<file path="src/ptt_params.svh">
/*
 * Register indices, field positions, reset values and prescale figures
 * of the periodic tick timer. Definitions only; included by bare name.
 */
`ifndef PTT_PARAMS_SVH
`define PTT_PARAMS_SVH

// Register indices; byte address is four times the index
`define PTT_IDX_CTRL     8'h0b
`define PTT_IDX_CLKCFG   8'h10
`define PTT_IDX_STATUS   8'h11
`define PTT_IDX_MASK     8'h12

// Reset values
`define PTT_CTRL_RST     8'h00
`define PTT_CLKCFG_RST   3'h0
`define PTT_STATUS_RST   1'h0
`define PTT_MASK_RST     1'h0

// Control register fields
`define PTT_DEC_BIT      7
`define PTT_RATE_HI      6
`define PTT_RATE_LO      4
`define PTT_MOD_HI       3
`define PTT_MOD_LO       0

// Clock configuration register fields
`define PTT_CLKSEL_BIT   0
`define PTT_PRE_BIT      1
`define PTT_PSEUDO_STOP_SELECT_BIT     2

// Status and mask field
`define PTT_TICK_BIT     0

// Binary family: code 1 gives 2^10 source clocks
`define PTT_BIN_EXP_BASE 5'd9

// Decimal family prescale rates, codes 0 to 7
`define PTT_DEC_R0       22'd1000
`define PTT_DEC_R1       22'd2000
`define PTT_DEC_R2       22'd5000
`define PTT_DEC_R3       22'd10000
`define PTT_DEC_R4       22'd20000
`define PTT_DEC_R5       22'd50000
`define PTT_DEC_R6       22'd100000
`define PTT_DEC_R7       22'd200000

// Least counter width serving 16 x 200000 clocks
`define PTT_CNT_W_MIN    22

`endif

</file>
<file path="src/ptt_pkg.sv">
/*
 * Types shared by the periodic tick timer.
 * Assumes ptt_params.svh for the figures themselves.
 */
package ptt_pkg;

    // Prescaler family picked by the divider style bit
    typedef enum logic {
        PTT_BINARY,
        PTT_DECIMAL
    } ptt_family_t;

    // Divide value, wide enough for the largest decimal setting
    typedef logic [21:0] ptt_count_t;

endpackage

</file>
<file path="src/ptt_tick_timer.sv">
/*
 * Periodic tick timer with classic Wishbone slave registers.
 * Assumes one clock clk_sys (200 MHz); the internal RC and oscillator
 * source clocks arrive as one-cycle enable pulses synchronous to clk_sys,
 * and stop mode and oscillator-up are synchronous levels.
 */
// Notes on behaviour
// - Counter advances on RC ticks when clock select is 0, oscillator ticks when 1.
// - In stop mode counting continues only with pseudo stop and oscillator source.
// - Control register reads and writes are always allowed, no gating.
// - Any control register write clears the counter and starts a new period.
// - Changing clock select or losing oscillator-up restarts the current period.
// - Bit 7 picks binary (0) or decimal (1) prescale rates.
// - Binary prescale code 0 is off; codes 1 to 7 give 2^10 to 2^16.
// - Modulus field multiplies the prescale rate by its value plus one.
// - After reset the control register is zero, timer disabled.
// - Decimal codes give 1000 to 200000 clocks, times modulus, never off.
// - Clock select takes 1 only while oscillator is up; forced 0 otherwise.
// - Pseudo stop runs only with enable bit and oscillator source; else hold.
`include "ptt_params.svh"

module ptt_tick_timer #(
    parameter int CNT_W = 22,
    parameter int ADR_W = 10
) (
    input  wire logic              clk_sys,
    input  wire logic              rst_n,
    input  wire logic [ADR_W-1:0]  wb_adr_i,
    input  wire logic [31:0]       wb_dat_i,
    output logic      [31:0]       wb_dat_o,
    input  wire logic              wb_we_i,
    input  wire logic [3:0]        wb_sel_i,
    input  wire logic              wb_cyc_i,
    input  wire logic              wb_stb_i,
    output logic                   wb_ack_o,
    input  wire logic              internalRcTick,
    input  wire logic              oscillatorTick,
    input  wire logic              oscillatorUpFlag,
    input  wire logic              stopMode,
    output logic                   tickIrq
);

    // Refuse widths the divide value or the register index cannot fit
    if (CNT_W < `PTT_CNT_W_MIN || ADR_W < 10) begin : gParamCheck
        $error("ptt_tick_timer: CNT_W or ADR_W too small");
    end

    // Divide value for a control setting; zero means the timer is off
    function automatic ptt_pkg::ptt_count_t divideOf(input logic [7:0] ctrl);
        ptt_pkg::ptt_count_t rate;
        ptt_pkg::ptt_count_t mult;
        logic [2:0]          code;
        rate = '0;
        code = ctrl[`PTT_RATE_HI:`PTT_RATE_LO];
        mult = {18'h0, ctrl[`PTT_MOD_HI:`PTT_MOD_LO]} + 22'h1;
        if (ctrl[`PTT_DEC_BIT] == ptt_pkg::PTT_DECIMAL) begin
            case (code)
                3'h0:    rate = `PTT_DEC_R0;
                3'h1:    rate = `PTT_DEC_R1;
                3'h2:    rate = `PTT_DEC_R2;
                3'h3:    rate = `PTT_DEC_R3;
                3'h4:    rate = `PTT_DEC_R4;
                3'h5:    rate = `PTT_DEC_R5;
                3'h6:    rate = `PTT_DEC_R6;
                default: rate = `PTT_DEC_R7;
            endcase
            divideOf = 22'(rate * mult);
        end else if (code == 3'h0) begin
            divideOf = '0;
        end else begin
            divideOf = 22'(mult << (5'(code) + `PTT_BIN_EXP_BASE));
        end
    endfunction

    // Bus decode
    logic       wbReq;
    logic       wbWrite;
    logic [7:0] regIdx;
    logic       ackR;

    assign wbReq   = wb_cyc_i && wb_stb_i;
    assign regIdx  = wb_adr_i[9:2];
    // Writes land on the edge where the master samples ack
    assign wbWrite = wbReq && wb_we_i && ackR && wb_sel_i[0];
    assign wb_ack_o = ackR;

    // Registers
    logic [7:0] ctrlR;
    logic       clkSelR;
    logic       pseudoStopEnR;
    logic       pseudoStopSelR;
    logic       statusR;
    logic       maskR;
    logic       oscUpD;

    logic ctrlWr;
    logic clkCfgWr;
    logic statusWr;
    logic maskWr;

    assign ctrlWr   = wbWrite && regIdx == `PTT_IDX_CTRL;
    assign clkCfgWr = wbWrite && regIdx == `PTT_IDX_CLKCFG;
    assign statusWr = wbWrite && regIdx == `PTT_IDX_STATUS;
    assign maskWr   = wbWrite && regIdx == `PTT_IDX_MASK;

    // One-wait-state ack; dropped the cycle after it was given
    always_ff @(posedge clk_sys) begin
        if (!rst_n) begin
            ackR <= 1'b0;
        end else begin
            ackR <= wbReq && !ackR;
        end
    end

    // Read data captured in the request cycle, shown with ack
    always_ff @(posedge clk_sys) begin
        if (!rst_n) begin
            wb_dat_o <= 32'h0;
        end else if (wbReq && !ackR) begin
            case (regIdx)
                `PTT_IDX_CTRL:   wb_dat_o <= {24'h0, ctrlR};
                `PTT_IDX_CLKCFG: wb_dat_o <= {29'h0, pseudoStopSelR,
                                              pseudoStopEnR, clkSelR};
                `PTT_IDX_STATUS: wb_dat_o <= {31'h0, statusR};
                `PTT_IDX_MASK:   wb_dat_o <= {31'h0, maskR};
                default:         wb_dat_o <= 32'h0; // Unmapped reads zero
            endcase
        end
    end

    // Control register: open to software at any time
    always_ff @(posedge clk_sys) begin
        if (!rst_n) begin
            ctrlR <= `PTT_CTRL_RST;
        end else if (ctrlWr) begin
            ctrlR <= wb_dat_i[7:0];
        end
    end

    // Clock configuration; the select bit is forced to 0 while the oscillator is down
    always_ff @(posedge clk_sys) begin
        if (!rst_n) begin
            clkSelR        <= 1'b0;
            pseudoStopEnR  <= 1'b0;
            pseudoStopSelR <= 1'b0;
        end else begin
            if (!oscillatorUpFlag) begin
                clkSelR <= 1'b0;
            end else if (clkCfgWr) begin
                clkSelR <= wb_dat_i[`PTT_CLKSEL_BIT];
            end
            if (clkCfgWr) begin
                pseudoStopEnR  <= wb_dat_i[`PTT_PRE_BIT];
                pseudoStopSelR <= wb_dat_i[`PTT_PSEUDO_STOP_SELECT_BIT];
            end
        end
    end

    // Delayed oscillator status to see it fall
    always_ff @(posedge clk_sys) begin
        if (!rst_n) begin
            oscUpD <= 1'b0;
        end else begin
            oscUpD <= oscillatorUpFlag;
        end
    end

    // Counting conditions
    logic                clkSelChange;
    logic                oscLost;
    logic                restart;
    logic                srcTick;
    logic                running;
    logic                tickEvent;
    ptt_pkg::ptt_count_t divTarget;
    logic [CNT_W-1:0]    cntR;

    assign clkSelChange = clkCfgWr && oscillatorUpFlag
                          && wb_dat_i[`PTT_CLKSEL_BIT] != clkSelR;
    assign oscLost   = oscUpD && !oscillatorUpFlag;
    assign restart   = ctrlWr || clkSelChange || oscLost;
    assign srcTick   = clkSelR ? oscillatorTick : internalRcTick;
    // Stop mode freezes the count unless pseudo stop keeps the oscillator
    assign running   = !stopMode
                       || (pseudoStopSelR && pseudoStopEnR && clkSelR);
    assign divTarget = divideOf(ctrlR);
    assign tickEvent = !restart && running && srcTick && divTarget != '0
                       && cntR == CNT_W'(divTarget - 22'h1);

    // Tick counter; the halt keeps the count, restarts clear it
    always_ff @(posedge clk_sys) begin
        if (!rst_n) begin
            cntR <= '0;
        end else if (restart || divTarget == '0) begin
            cntR <= '0;
        end else if (tickEvent) begin
            cntR <= '0;
        end else if (running && srcTick) begin
            cntR <= cntR + CNT_W'(1);
        end
    end

    // Sticky tick flag; a new tick beats a clearing write
    always_ff @(posedge clk_sys) begin
        if (!rst_n) begin
            statusR <= `PTT_STATUS_RST;
        end else if (tickEvent) begin
            statusR <= 1'b1;
        end else if (statusWr && wb_dat_i[`PTT_TICK_BIT]) begin
            statusR <= 1'b0;
        end
    end

    // Interrupt mask
    always_ff @(posedge clk_sys) begin
        if (!rst_n) begin
            maskR <= `PTT_MASK_RST;
        end else if (maskWr) begin
            maskR <= wb_dat_i[`PTT_TICK_BIT];
        end
    end

    // Level request while an unmasked flag is set
    assign tickIrq = statusR && maskR;

    AST_RC_SOURCE_ONLY: assert property (@(posedge clk_sys) disable iff (!rst_n)
        !clkSelR && !internalRcTick && !restart |=> cntR == $past(cntR))
        else $error("counter moved without an RC tick");

    AST_STOP_HOLDS: assert property (@(posedge clk_sys) disable iff (!rst_n)
        stopMode && !(pseudoStopSelR && pseudoStopEnR && clkSelR) && !restart
        && divTarget != '0 |=> cntR == $past(cntR))
        else $error("counter moved in stop mode");

    AST_CTRL_WRITE: assert property (@(posedge clk_sys) disable iff (!rst_n)
        wbReq && wb_we_i && wb_sel_i[0] && ackR && regIdx == `PTT_IDX_CTRL
        |=> ctrlR == $past(wb_dat_i[7:0]))
        else $error("control write not stored");

    AST_WRITE_RESTART: assert property (@(posedge clk_sys) disable iff (!rst_n)
        ctrlWr |=> cntR == '0)
        else $error("control write did not clear counter");

    AST_OSC_LOSS: assert property (@(posedge clk_sys) disable iff (!rst_n)
        $fell(oscillatorUpFlag) |=> cntR == '0 && !clkSelR)
        else $error("oscillator loss did not restart period");

    AST_DEC_FAMILY: assert property (@(posedge clk_sys) disable iff (!rst_n)
        ctrlR[`PTT_DEC_BIT] && ctrlR[6:4] == 3'h0 && ctrlR[3:0] == 4'h1
        |-> divTarget == 22'd2000)
        else $error("decimal family wrong");

    AST_BIN_OFF: assert property (@(posedge clk_sys) disable iff (!rst_n)
        !ctrlR[`PTT_DEC_BIT] && ctrlR[6:4] == 3'h0 |=> cntR == '0 && !tickEvent)
        else $error("binary off code still counts");

    AST_BIN_MOD: assert property (@(posedge clk_sys) disable iff (!rst_n)
        !ctrlR[`PTT_DEC_BIT] && ctrlR[6:4] == 3'h3 |->
        divTarget == 22'(({18'h0, ctrlR[3:0]} + 22'h1) << 12))
        else $error("binary divide value wrong");

    AST_RESET_OFF: assert property (@(posedge clk_sys)
        $rose(rst_n) |-> ctrlR == 8'h00 && divTarget == '0)
        else $error("timer not off after reset");

    AST_DEC_MAX: assert property (@(posedge clk_sys) disable iff (!rst_n)
        ctrlR == 8'hff |-> divTarget == 22'd3200000)
        else $error("decimal top divide value wrong");

    AST_SEL_NEEDS_OSC: assert property (@(posedge clk_sys) disable iff (!rst_n)
        !oscillatorUpFlag |=> !clkSelR)
        else $error("clock select set without oscillator");

    AST_PSEUDO_RUNS: assert property (@(posedge clk_sys) disable iff (!rst_n)
        stopMode && pseudoStopSelR && pseudoStopEnR && clkSelR && oscillatorTick
        && !restart && !tickEvent && divTarget != '0 |=> cntR == $past(cntR) + 1)
        else $error("pseudo stop did not keep counting");

    AST_TICK_FLAG: assert property (@(posedge clk_sys) disable iff (!rst_n)
        tickEvent |=> statusR && cntR == '0 ##0 (maskR == tickIrq))
        else $error("tick did not set flag and restart");

    // Each request gets exactly one ack, one cycle after it is seen
    AST_ACK_ANSWERS: assert property (@(posedge clk_sys) disable iff (!rst_n)
        wbReq && !ackR |=> ackR)
        else $error("request not acknowledged");

    // Ack is a single-cycle pulse so the master cannot double-count a write
    AST_ACK_PULSE: assert property (@(posedge clk_sys) disable iff (!rst_n)
        ackR |=> !ackR)
        else $error("ack held longer than one cycle");

    // Control reads show the stored setting while ack stands
    AST_READ_CTRL: assert property (@(posedge clk_sys) disable iff (!rst_n)
        wbReq && !wb_we_i && ackR && regIdx == `PTT_IDX_CTRL
        |-> wb_dat_o[7:0] == ctrlR)
        else $error("control read data wrong");

    // An RC tick on the RC source moves the count by exactly one
    AST_RC_COUNTS: assert property (@(posedge clk_sys) disable iff (!rst_n)
        !clkSelR && internalRcTick && running && !restart && !tickEvent
        && divTarget != '0 |=> cntR == $past(cntR) + 1)
        else $error("RC tick did not advance counter");

    // On the oscillator source only oscillator ticks count
    AST_OSC_SOURCE_ONLY: assert property (@(posedge clk_sys) disable iff (!rst_n)
        clkSelR && !oscillatorTick && !restart |=> cntR == $past(cntR))
        else $error("counter moved without an oscillator tick");

    // A new select value throws away the partial period
    AST_SELECT_RESTART: assert property (@(posedge clk_sys) disable iff (!rst_n)
        clkSelChange |=> cntR == '0)
        else $error("select change did not restart period");

    // The count always stays short of the divide value
    AST_CNT_BELOW: assert property (@(posedge clk_sys) disable iff (!rst_n)
        divTarget != '0 |-> cntR < CNT_W'(divTarget))
        else $error("counter passed the divide value");

    // Decimal family has no off code
    AST_DEC_NEVER_OFF: assert property (@(posedge clk_sys) disable iff (!rst_n)
        ctrlR[`PTT_DEC_BIT] |-> divTarget != '0)
        else $error("decimal setting turned timer off");

    // Flag stays until software writes a one to it
    AST_STATUS_STICKY: assert property (@(posedge clk_sys) disable iff (!rst_n)
        statusR && !(statusWr && wb_dat_i[`PTT_TICK_BIT]) |=> statusR)
        else $error("tick flag lost without a clear");

    // A tick in the same cycle as a clear must not be lost
    AST_SET_WINS: assert property (@(posedge clk_sys) disable iff (!rst_n)
        tickEvent && statusWr |=> statusR)
        else $error("clear beat a new tick");

    // Main scenarios worth seeing at least once
    COV_TICK: cover property (@(posedge clk_sys) disable iff (!rst_n)
        tickEvent && maskR);
    COV_PSEUDO: cover property (@(posedge clk_sys) disable iff (!rst_n)
        stopMode && running && srcTick);
    COV_SET_VS_CLEAR: cover property (@(posedge clk_sys) disable iff (!rst_n)
        tickEvent && statusWr && wb_dat_i[0]);
    COV_OSC_LOSS: cover property (@(posedge clk_sys) disable iff (!rst_n)
        oscLost && clkSelR);

    COV_DEC_TICK: cover property (@(posedge clk_sys) disable iff (!rst_n)
        tickEvent && ctrlR[`PTT_DEC_BIT]);

endmodule

</file>
<file path="config.mk">
export PLATFORM = sky130hd
export DESIGN_NAME = ptt_tick_timer
export DESIGN_NICKNAME = d
export VERILOG_FILES = /design/src/ptt_pkg.sv /design/src/ptt_tick_timer.sv
export VERILOG_INCLUDE_DIRS = /design/src
export SDC_FILE = /design/constraint.sdc
export NUM_CORES = 1
export LEC_CHECK = 0
export ABC_AREA = 0
export BUFFER_PORTS_ARGS = -buffer_cell sky130_fd_sc_hd__buf_2
export CELL_PAD_IN_SITES_DETAIL_PLACEMENT = 2
export CELL_PAD_IN_SITES_GLOBAL_PLACEMENT = 2
export CORE_MARGIN = 1
export CORE_UTILIZATION = 35
export DETAILED_ROUTE_END_ITERATION = 6
export PLACE_DENSITY_LB_ADDON = 0.1
export SLEW_MARGIN = 30
export SYNTH_ARGS = -nofsm -noshare
export SYNTH_HDL_FRONTEND = slang
export SYNTH_SLANG_ARGS = --single-unit
</file>
<file path="constraint.sdc">
create_clock -name clk_sys -period 9.2 [get_ports clk_sys]
set_clock_uncertainty 0.15 [all_clocks]
set_input_delay 1.38 -clock clk_sys [delete_from_list [all_inputs] [get_ports clk_sys]]
set_output_delay 1.38 -clock clk_sys [all_outputs]
set_load 0.01 [all_outputs]
</file>
==> results of run 1 <==
==> cells in the final DEF (no fill, tap or decap), drive strengths merged, types with 7 or more instances in the layout <==
| master | count |
|---|---|
| conb | 24 |
| and2 | 21 |
| nand3 | 33 |
| nand4 | 12 |
| dfxtp | 45 |
| nand2 | 88 |
| nand2b | 14 |
| fa | 38 |
| a211oi | 10 |
| a21oi | 30 |
| a21o | 7 |
| nor3 | 29 |
| inv | 41 |
| and4 | 7 |
| nor2b | 19 |
| ha | 37 |
| o21a | 9 |
| and3 | 14 |
| a31oi | 8 |
| xnor2 | 37 |
| nor3b | 8 |
| o21ai | 22 |
| nor2 | 90 |
| buf | 41 |
| xor2 | 25 |
| mux2i | 23 |
| nor4 | 8 |
| or2 | 10 |
| o211ai | 10 |
| a21boi | 7 |
==> tightest hold or removal path: stages, from the launching register on <==
cell and delay (ns):
dfxtp_1 0.31, nand2_1 0.05, a21boi_0 0.06
==> power groups by stage <==
stage          clock, mW  sequential, mW  combinational [mW]
6_report           0.194           0.195              0.0182
5_1_grt            0.204           0.195              0.0205
4_1_cts            0.198           0.195              0.0181
3_5_place_dp           0           0.200              0.0180
3_3_place_gp           0           0.200              0.0174
2_1_floorplan          0           0.200              0.0173
==> per-layer routing <==
metal  up-vias  GRT usage (%)  share of wire [%]
met5         -              0                  0
met2       123           45.4                 50
met4         0           7.30                2.5
li1       3044              -                  -
met3        28           2.13                2.7
met1      3275           31.7                 45
==> final cells by class <==
cell class              instances  area share, %
repair buffers                 41           3.04
well taps                     260           4.49
multi-input cells             739           75.7
inverters                      42           2.18
flip-flops and latches         45           12.4
clock buffers                   6           1.92
clock inverters                 2          0.190
==> kinds of logic (layout without fill, tap and decap cells) <==
group | count (synthesis) | after routing | synth area share [%]
buf+inv | 104 | 91 | 7.76
simple gates | 373 | 373 | 28.9
other cells | 1 | 24 | 0.0550
fa+ha+maj | 75 | 75 | 17.9
compound gates | 181 | 181 | 20.6
mux | 24 | 24 | 3.59
xor+xnor | 62 | 62 | 7.96
flops | 45 | 45 | 13.2
==> worst paths after layout <==
| path | endpoint | slack (ns) | cells past startpoint |
|---|---|---|---|
| setup / recovery | cntR[1]$_SDFFE_PP0P_ | 1.02 | 23 |
| hold / removal | wb_dat_o[4]$_SDFFE_PN0P_ | 0.32 | 2 |
| setup reg to reg | cntR[1]$_SDFFE_PP0P_ | 1.02 | 23 |
| hold reg to reg | wb_dat_o[4]$_SDFFE_PN0P_ | 0.32 | 2 |
==> flow_summary.ini, run 1 <==
[critical_path]
critical_path.max_stage_delay_ns = 0.80
crit_path_end_kind = flip-flop
path_buf_inv = 3
slowest_stage = dfxtp_1
crit_chain = inv_1, ha_1, o21bai_1, nor3_1, a31oi_1, nand2_1, fa_1, inv_1, fa_1, fa_1, ha_1, nand4_1, nor4_1, o2bb2ai_1, mux2i_1, nor3_1, xnor2_1, mux2_2, nand4_1, o311a_1, o31ai_4, buf_4, nor2_1
crit_path_start = ctrlR[5]$_SDFFE_PN0P_
arrival_ns = 8.21
critPathRequiredTime_ns = 9.23
critical_path.max_fanout = 22
r2r-start = ctrlR[5]$_SDFFE_PN0P_
critPathLaunchType = flip-flop
crit_type = flip-flop to flip-flop
critPathTopFamily = adder cells
cpMostUsedCell = fa_1

[placed_design]
gp_congestion = 0.907
pre_cts_slack_ns = 1.04
post-dp-hpwl_microns = 19500
place_inst = 1127
io_buffers = 35
placed_area_sq_um = 7090

[routing]
initialDrtViolationCount = 437
postRouteAntennaNets = 0
drt-wirelength-per-cell_microns = 21.2
post_drt_via_cell_ratio = 5.70
wl_microns = 24100
dr.pass1.iters = 5
drc = 0
num_vias = 6470

[yosys]
synth_most_common_cell = nand2_1
synth_edf_count = 0
synth_area_leader_cell = dfxtp_1
synthesis.area_per_instance_sq_um = 7.89
synthFlopType = dfxtp_1
ys_ff_latch = 45
netlist-cell-type-count = 94
ys_top_cells_by_count = nand2_1 (88), nor2_1 (69), dfxtp_1 (45)
ys_async_sr_fraction_pct = 0
syn_area_sq_um = 6820
ys_top_cells_by_area = dfxtp_1 (13%), fa_1 (11%), ha_1 (6.8%)
ys_seq_area_share_pct = 13.2
syn_inst = 865
ys_warn_count = 0
yosys.area.top_type_share_pct = 13.2

[run]
maxCapViolCount = 0

[layout]
finalCoreUtilization_pct = 38.3
final_cells = 1135
final_area_sq_um = 7240
antenna_cells = 0
largest_reg_flops = 22
multi_input_area_sq_um = 5490
drive_gt1_share_pct = 12.3
nFillCells = 2242
ff_latch_area_sq_um = 901
finalNetCount = 1004
areaGrowthSynthToFinish_pct = 6.16
reg_top3 = cntR: 22 flops, ctrlR: 8 flops, wb_dat_o: 8 flops
top_register = cntR

[cts]
clk_pin_slew_ns = 0.07
cts.htree.levels = 2
post_cts_resize_count = 0
post_cts_buffers = 0
clkLatencyLatePin_ns = 0.30
cts-root-buf = clkbuf_16
cts_buffers = 5
cts_tree = yes
hold_buffers = 0
clock-sinks = 45
clk_path_buf_depth = 2

[sta]
min_period_ns = 8.18
rsz0062_at_grt = false
slew_headroom_pct = 42.6
final_hold_viol_count = 0
hold_ws_ns = 0.323
period_share_pct = 88.9
fmax_ghz = 0.122
maxSlewViolCount = 0
tightest_slew_ns = 0.861
fin_setup_tns_ns = 0
worst_slack_ns = 1.02
setup_viol = 0

[floorplan]
core_sq_um = 18900
initial_core_util_pct = 36.1
die_x_microns = 142
die_h_microns = 142
io_pins = 89
num_rows = 50
dieArea_sq_um = 20100

[power]
comb_power_share_pct = 4.5
internal_power_uw = 310
clkPwrFrac_pct = 47.6
p_seq_share_pct = 48.0
power.total_uw = 407
leakagePower_nw = 3.04
vdd_drop_max_v = 0.0000605
power.switching_uw = 96.9
power.density_nw_per_um2 = 56.2
p_sw_share_pct = 23.8

[global_route]
gr-total-overflow = 0
grt_pass1_vias = 7203
grt_max_degree = 32
grt_pass1_wl_microns = 39700
antenna_found_initial = 0
grt_usage_pct = 25.1

[hold_path]
min_from = wb_dat_o[4]$_SDFFE_PN0P_
hp-class = flip-flop to flip-flop

[run_status]
status = finished clean
Note: power is estimated with default switching activity, not from simulation.
==> run 2, diff against run 1 <==
--- a/config.mk
+++ b/config.mk
@@ -8,7 +8,7 @@
 export LEC_CHECK = 0
 export ABC_AREA = 0
 export BUFFER_PORTS_ARGS = -buffer_cell sky130_fd_sc_hd__buf_2
-export CELL_PAD_IN_SITES_DETAIL_PLACEMENT = 2
+export CELL_PAD_IN_SITES_DETAIL_PLACEMENT = 1
 export CELL_PAD_IN_SITES_GLOBAL_PLACEMENT = 2
 export CORE_MARGIN = 1
 export CORE_UTILIZATION = 35
==> run 2 against run 1 <==
Effect of this change:
- power is 1.9% lower
- combinational power hardly changed
- critical path type unchanged
- clock power decreased by 4%
- worst hold slack worse by 0.0031 ns
- sequential power about the same
==> flow_summary.ini, run 2 (synthesized netlist as in run 1, its figures left out) <==
[global_route]
antenna_found_initial = 0
gr-total-overflow = 0
grt_pass1_vias = 6725
grt_usage_pct = 23.2
grt_max_degree = 32
grt_pass1_wl_microns = 36900

[cts]
clkLatencyLatePin_ns = 0.30
clk_pin_slew_ns = 0.07
cts_buffers = 5
cts.htree.levels = 2
cts_tree = yes
hold_buffers = 0
clock-sinks = 45
clk_path_buf_depth = 2
post_cts_buffers = 0
post_cts_resize_count = 0
cts-root-buf = clkbuf_16

[sta]
slew_headroom_pct = 45.0
rsz0062_at_grt = false
maxSlewViolCount = 0
tightest_slew_ns = 0.825
setup_viol = 0
final_hold_viol_count = 0
hold_ws_ns = 0.320
period_share_pct = 87.0
fmax_ghz = 0.125
fin_setup_tns_ns = 0
min_period_ns = 8.01

[critical_path]
critical_path.max_fanout = 22
crit_path_end_kind = flip-flop
crit_type = flip-flop to flip-flop
slowest_stage = dfxtp_1
cpMostUsedCell = fa_1
arrival_ns = 8.03
critical_path.max_stage_delay_ns = 0.81
critPathRequiredTime_ns = 9.22
crit_chain = inv_1, ha_1, o21bai_1, nor3_1, a31oi_1, nand2_1, fa_1, inv_1, fa_1, fa_1, ha_1, nand4_1, nor4_1, o2bb2ai_1, mux2i_1, nor3_1, xnor2_1, mux2_2, nand4_1, o311a_1, o31ai_4, buf_4, nor2_1
critPathLaunchType = flip-flop

[placed_design]
gp_congestion = 0.907
io_buffers = 35
placed_area_sq_um = 7090
post-dp-hpwl_microns = 18000

[run]
maxCapViolCount = 0

[power]
internal_power_uw = 303
p_seq_share_pct = 48.9
power.density_nw_per_um2 = 55.2
p_sw_share_pct = 24.1
leakagePower_nw = 3.04
power.switching_uw = 96.5
clkPwrFrac_pct = 46.6
vdd_drop_max_v = 0.0000861
comb_power_share_pct = 4.5

[hold_path]
hp-class = flip-flop to flip-flop

[routing]
initialDrtViolationCount = 467
drc = 0
drt-wirelength-per-cell_microns = 19.6
dr.pass1.iters = 5
postRouteAntennaNets = 0
wl_microns = 22300
post_drt_via_cell_ratio = 5.68
num_vias = 6447

[layout]
reg_top3 = cntR: 22 flops, ctrlR: 8 flops, wb_dat_o: 8 flops
top_register = cntR
drive_gt1_share_pct = 12.3
mostFrequentLayoutCells = nand2_1 (88), nor2_1 (69), dfxtp_1 (45)
final_area_sq_um = 7240
areaGrowthSynthToFinish_pct = 6.07
largest_reg_flops = 22
final_common_cell = nand2_1
finalNetCount = 1004
antenna_cells = 0

[run_status]
status = finished clean

[floorplan]
num_rows = 50
core_sq_um = 18900
die_h_microns = 142
io_pins = 89
die_x_microns = 142
initial_core_util_pct = 36.1
dieArea_sq_um = 20100
-- run 2: cell count changes in the layout (fill, tap and decap cells not counted) --
cell,before,now
inv_6,0,1
clkbuf_8,1,0
clkinvlp_4,0,1
clkinv_4,1,0
-- run 2: power by group through the flow --
stage	logic, mW	registers (mW)	clock network (mW)
after CTS	0.0178	0.195	0.192
after global placement	0.0174	0.200	0
final	0.0179	0.195	0.186
after global routing	0.0202	0.195	0.198
after floorplan	0.0173	0.200	0
after detailed placement	0.0178	0.200	0
-- run 2: cell type report --
| type | count | area [sq um] |
|---|---|---|
| Timing Repair Buffer | 41 | 220 |
| Clock buffer | 5 | 125 |
| Clock inverter | 3 | 21.3 |
| Sequential cell | 45 | 901 |
| Inverter | 42 | 158 |
| Tap cell | 260 | 325 |
| Fill cell | 2354 | 11700 |
| Multi-Input combinational cell | 739 | 5490 |
-- run 2: final timing paths --
kind / endpoint / cells after the start / slack (ns) / startpoint
setup / recovery: cntR[1]$_SDFFE_PP0P_ / 23 / 1.19 / ctrlR[5]$_SDFFE_PN0P_
hold / removal: wb_dat_o[3]$_SDFFE_PN0P_ / 2 / 0.32 / wb_dat_o[3]$_SDFFE_PN0P_
setup reg to reg: cntR[1]$_SDFFE_PP0P_ / 23 / 1.19 / ctrlR[5]$_SDFFE_PN0P_
hold reg to reg: wb_dat_o[3]$_SDFFE_PN0P_ / 2 / 0.32 / wb_dat_o[3]$_SDFFE_PN0P_
-- run 2: critical path: cells and delay by family (launching register included) --
kind            cells  cell delay (ns)
compound gates      5             1.59
xor+xnor            1             0.28
fa+ha+maj           5             2.36
buf+inv             3             0.59
flops               1             0.81
mux                 2             0.41
simple gates        7             1.70
-- run 2: metal layers --
layer / vias up / wire length (microns) / share of wire (%) / global-route usage [%]
met4: 0 / 388 / 1.7 / 5.32
met5: - / 0 / 0 / 0
met1: 3243 / 10400 / 47 / 30.4
li1: 3064 / - / - / -
met3: 20 / 536 / 2.4 / 1.62
met2: 120 / 10900 / 49 / 41.4
-- run 2: through the flow --
step	power, mW	utilization, %	instances	setup WS, ns
finish	0.400	38.3	1135	1.19
global route	0.414	38.3	1135	0.616
CTS	0.405	38.3	1135	1.19
detailed placement	0.218	37.5	1127	1.22
global placement	0.217	37.5	1127	1.40
floorplan	0.217	-	888	2.78
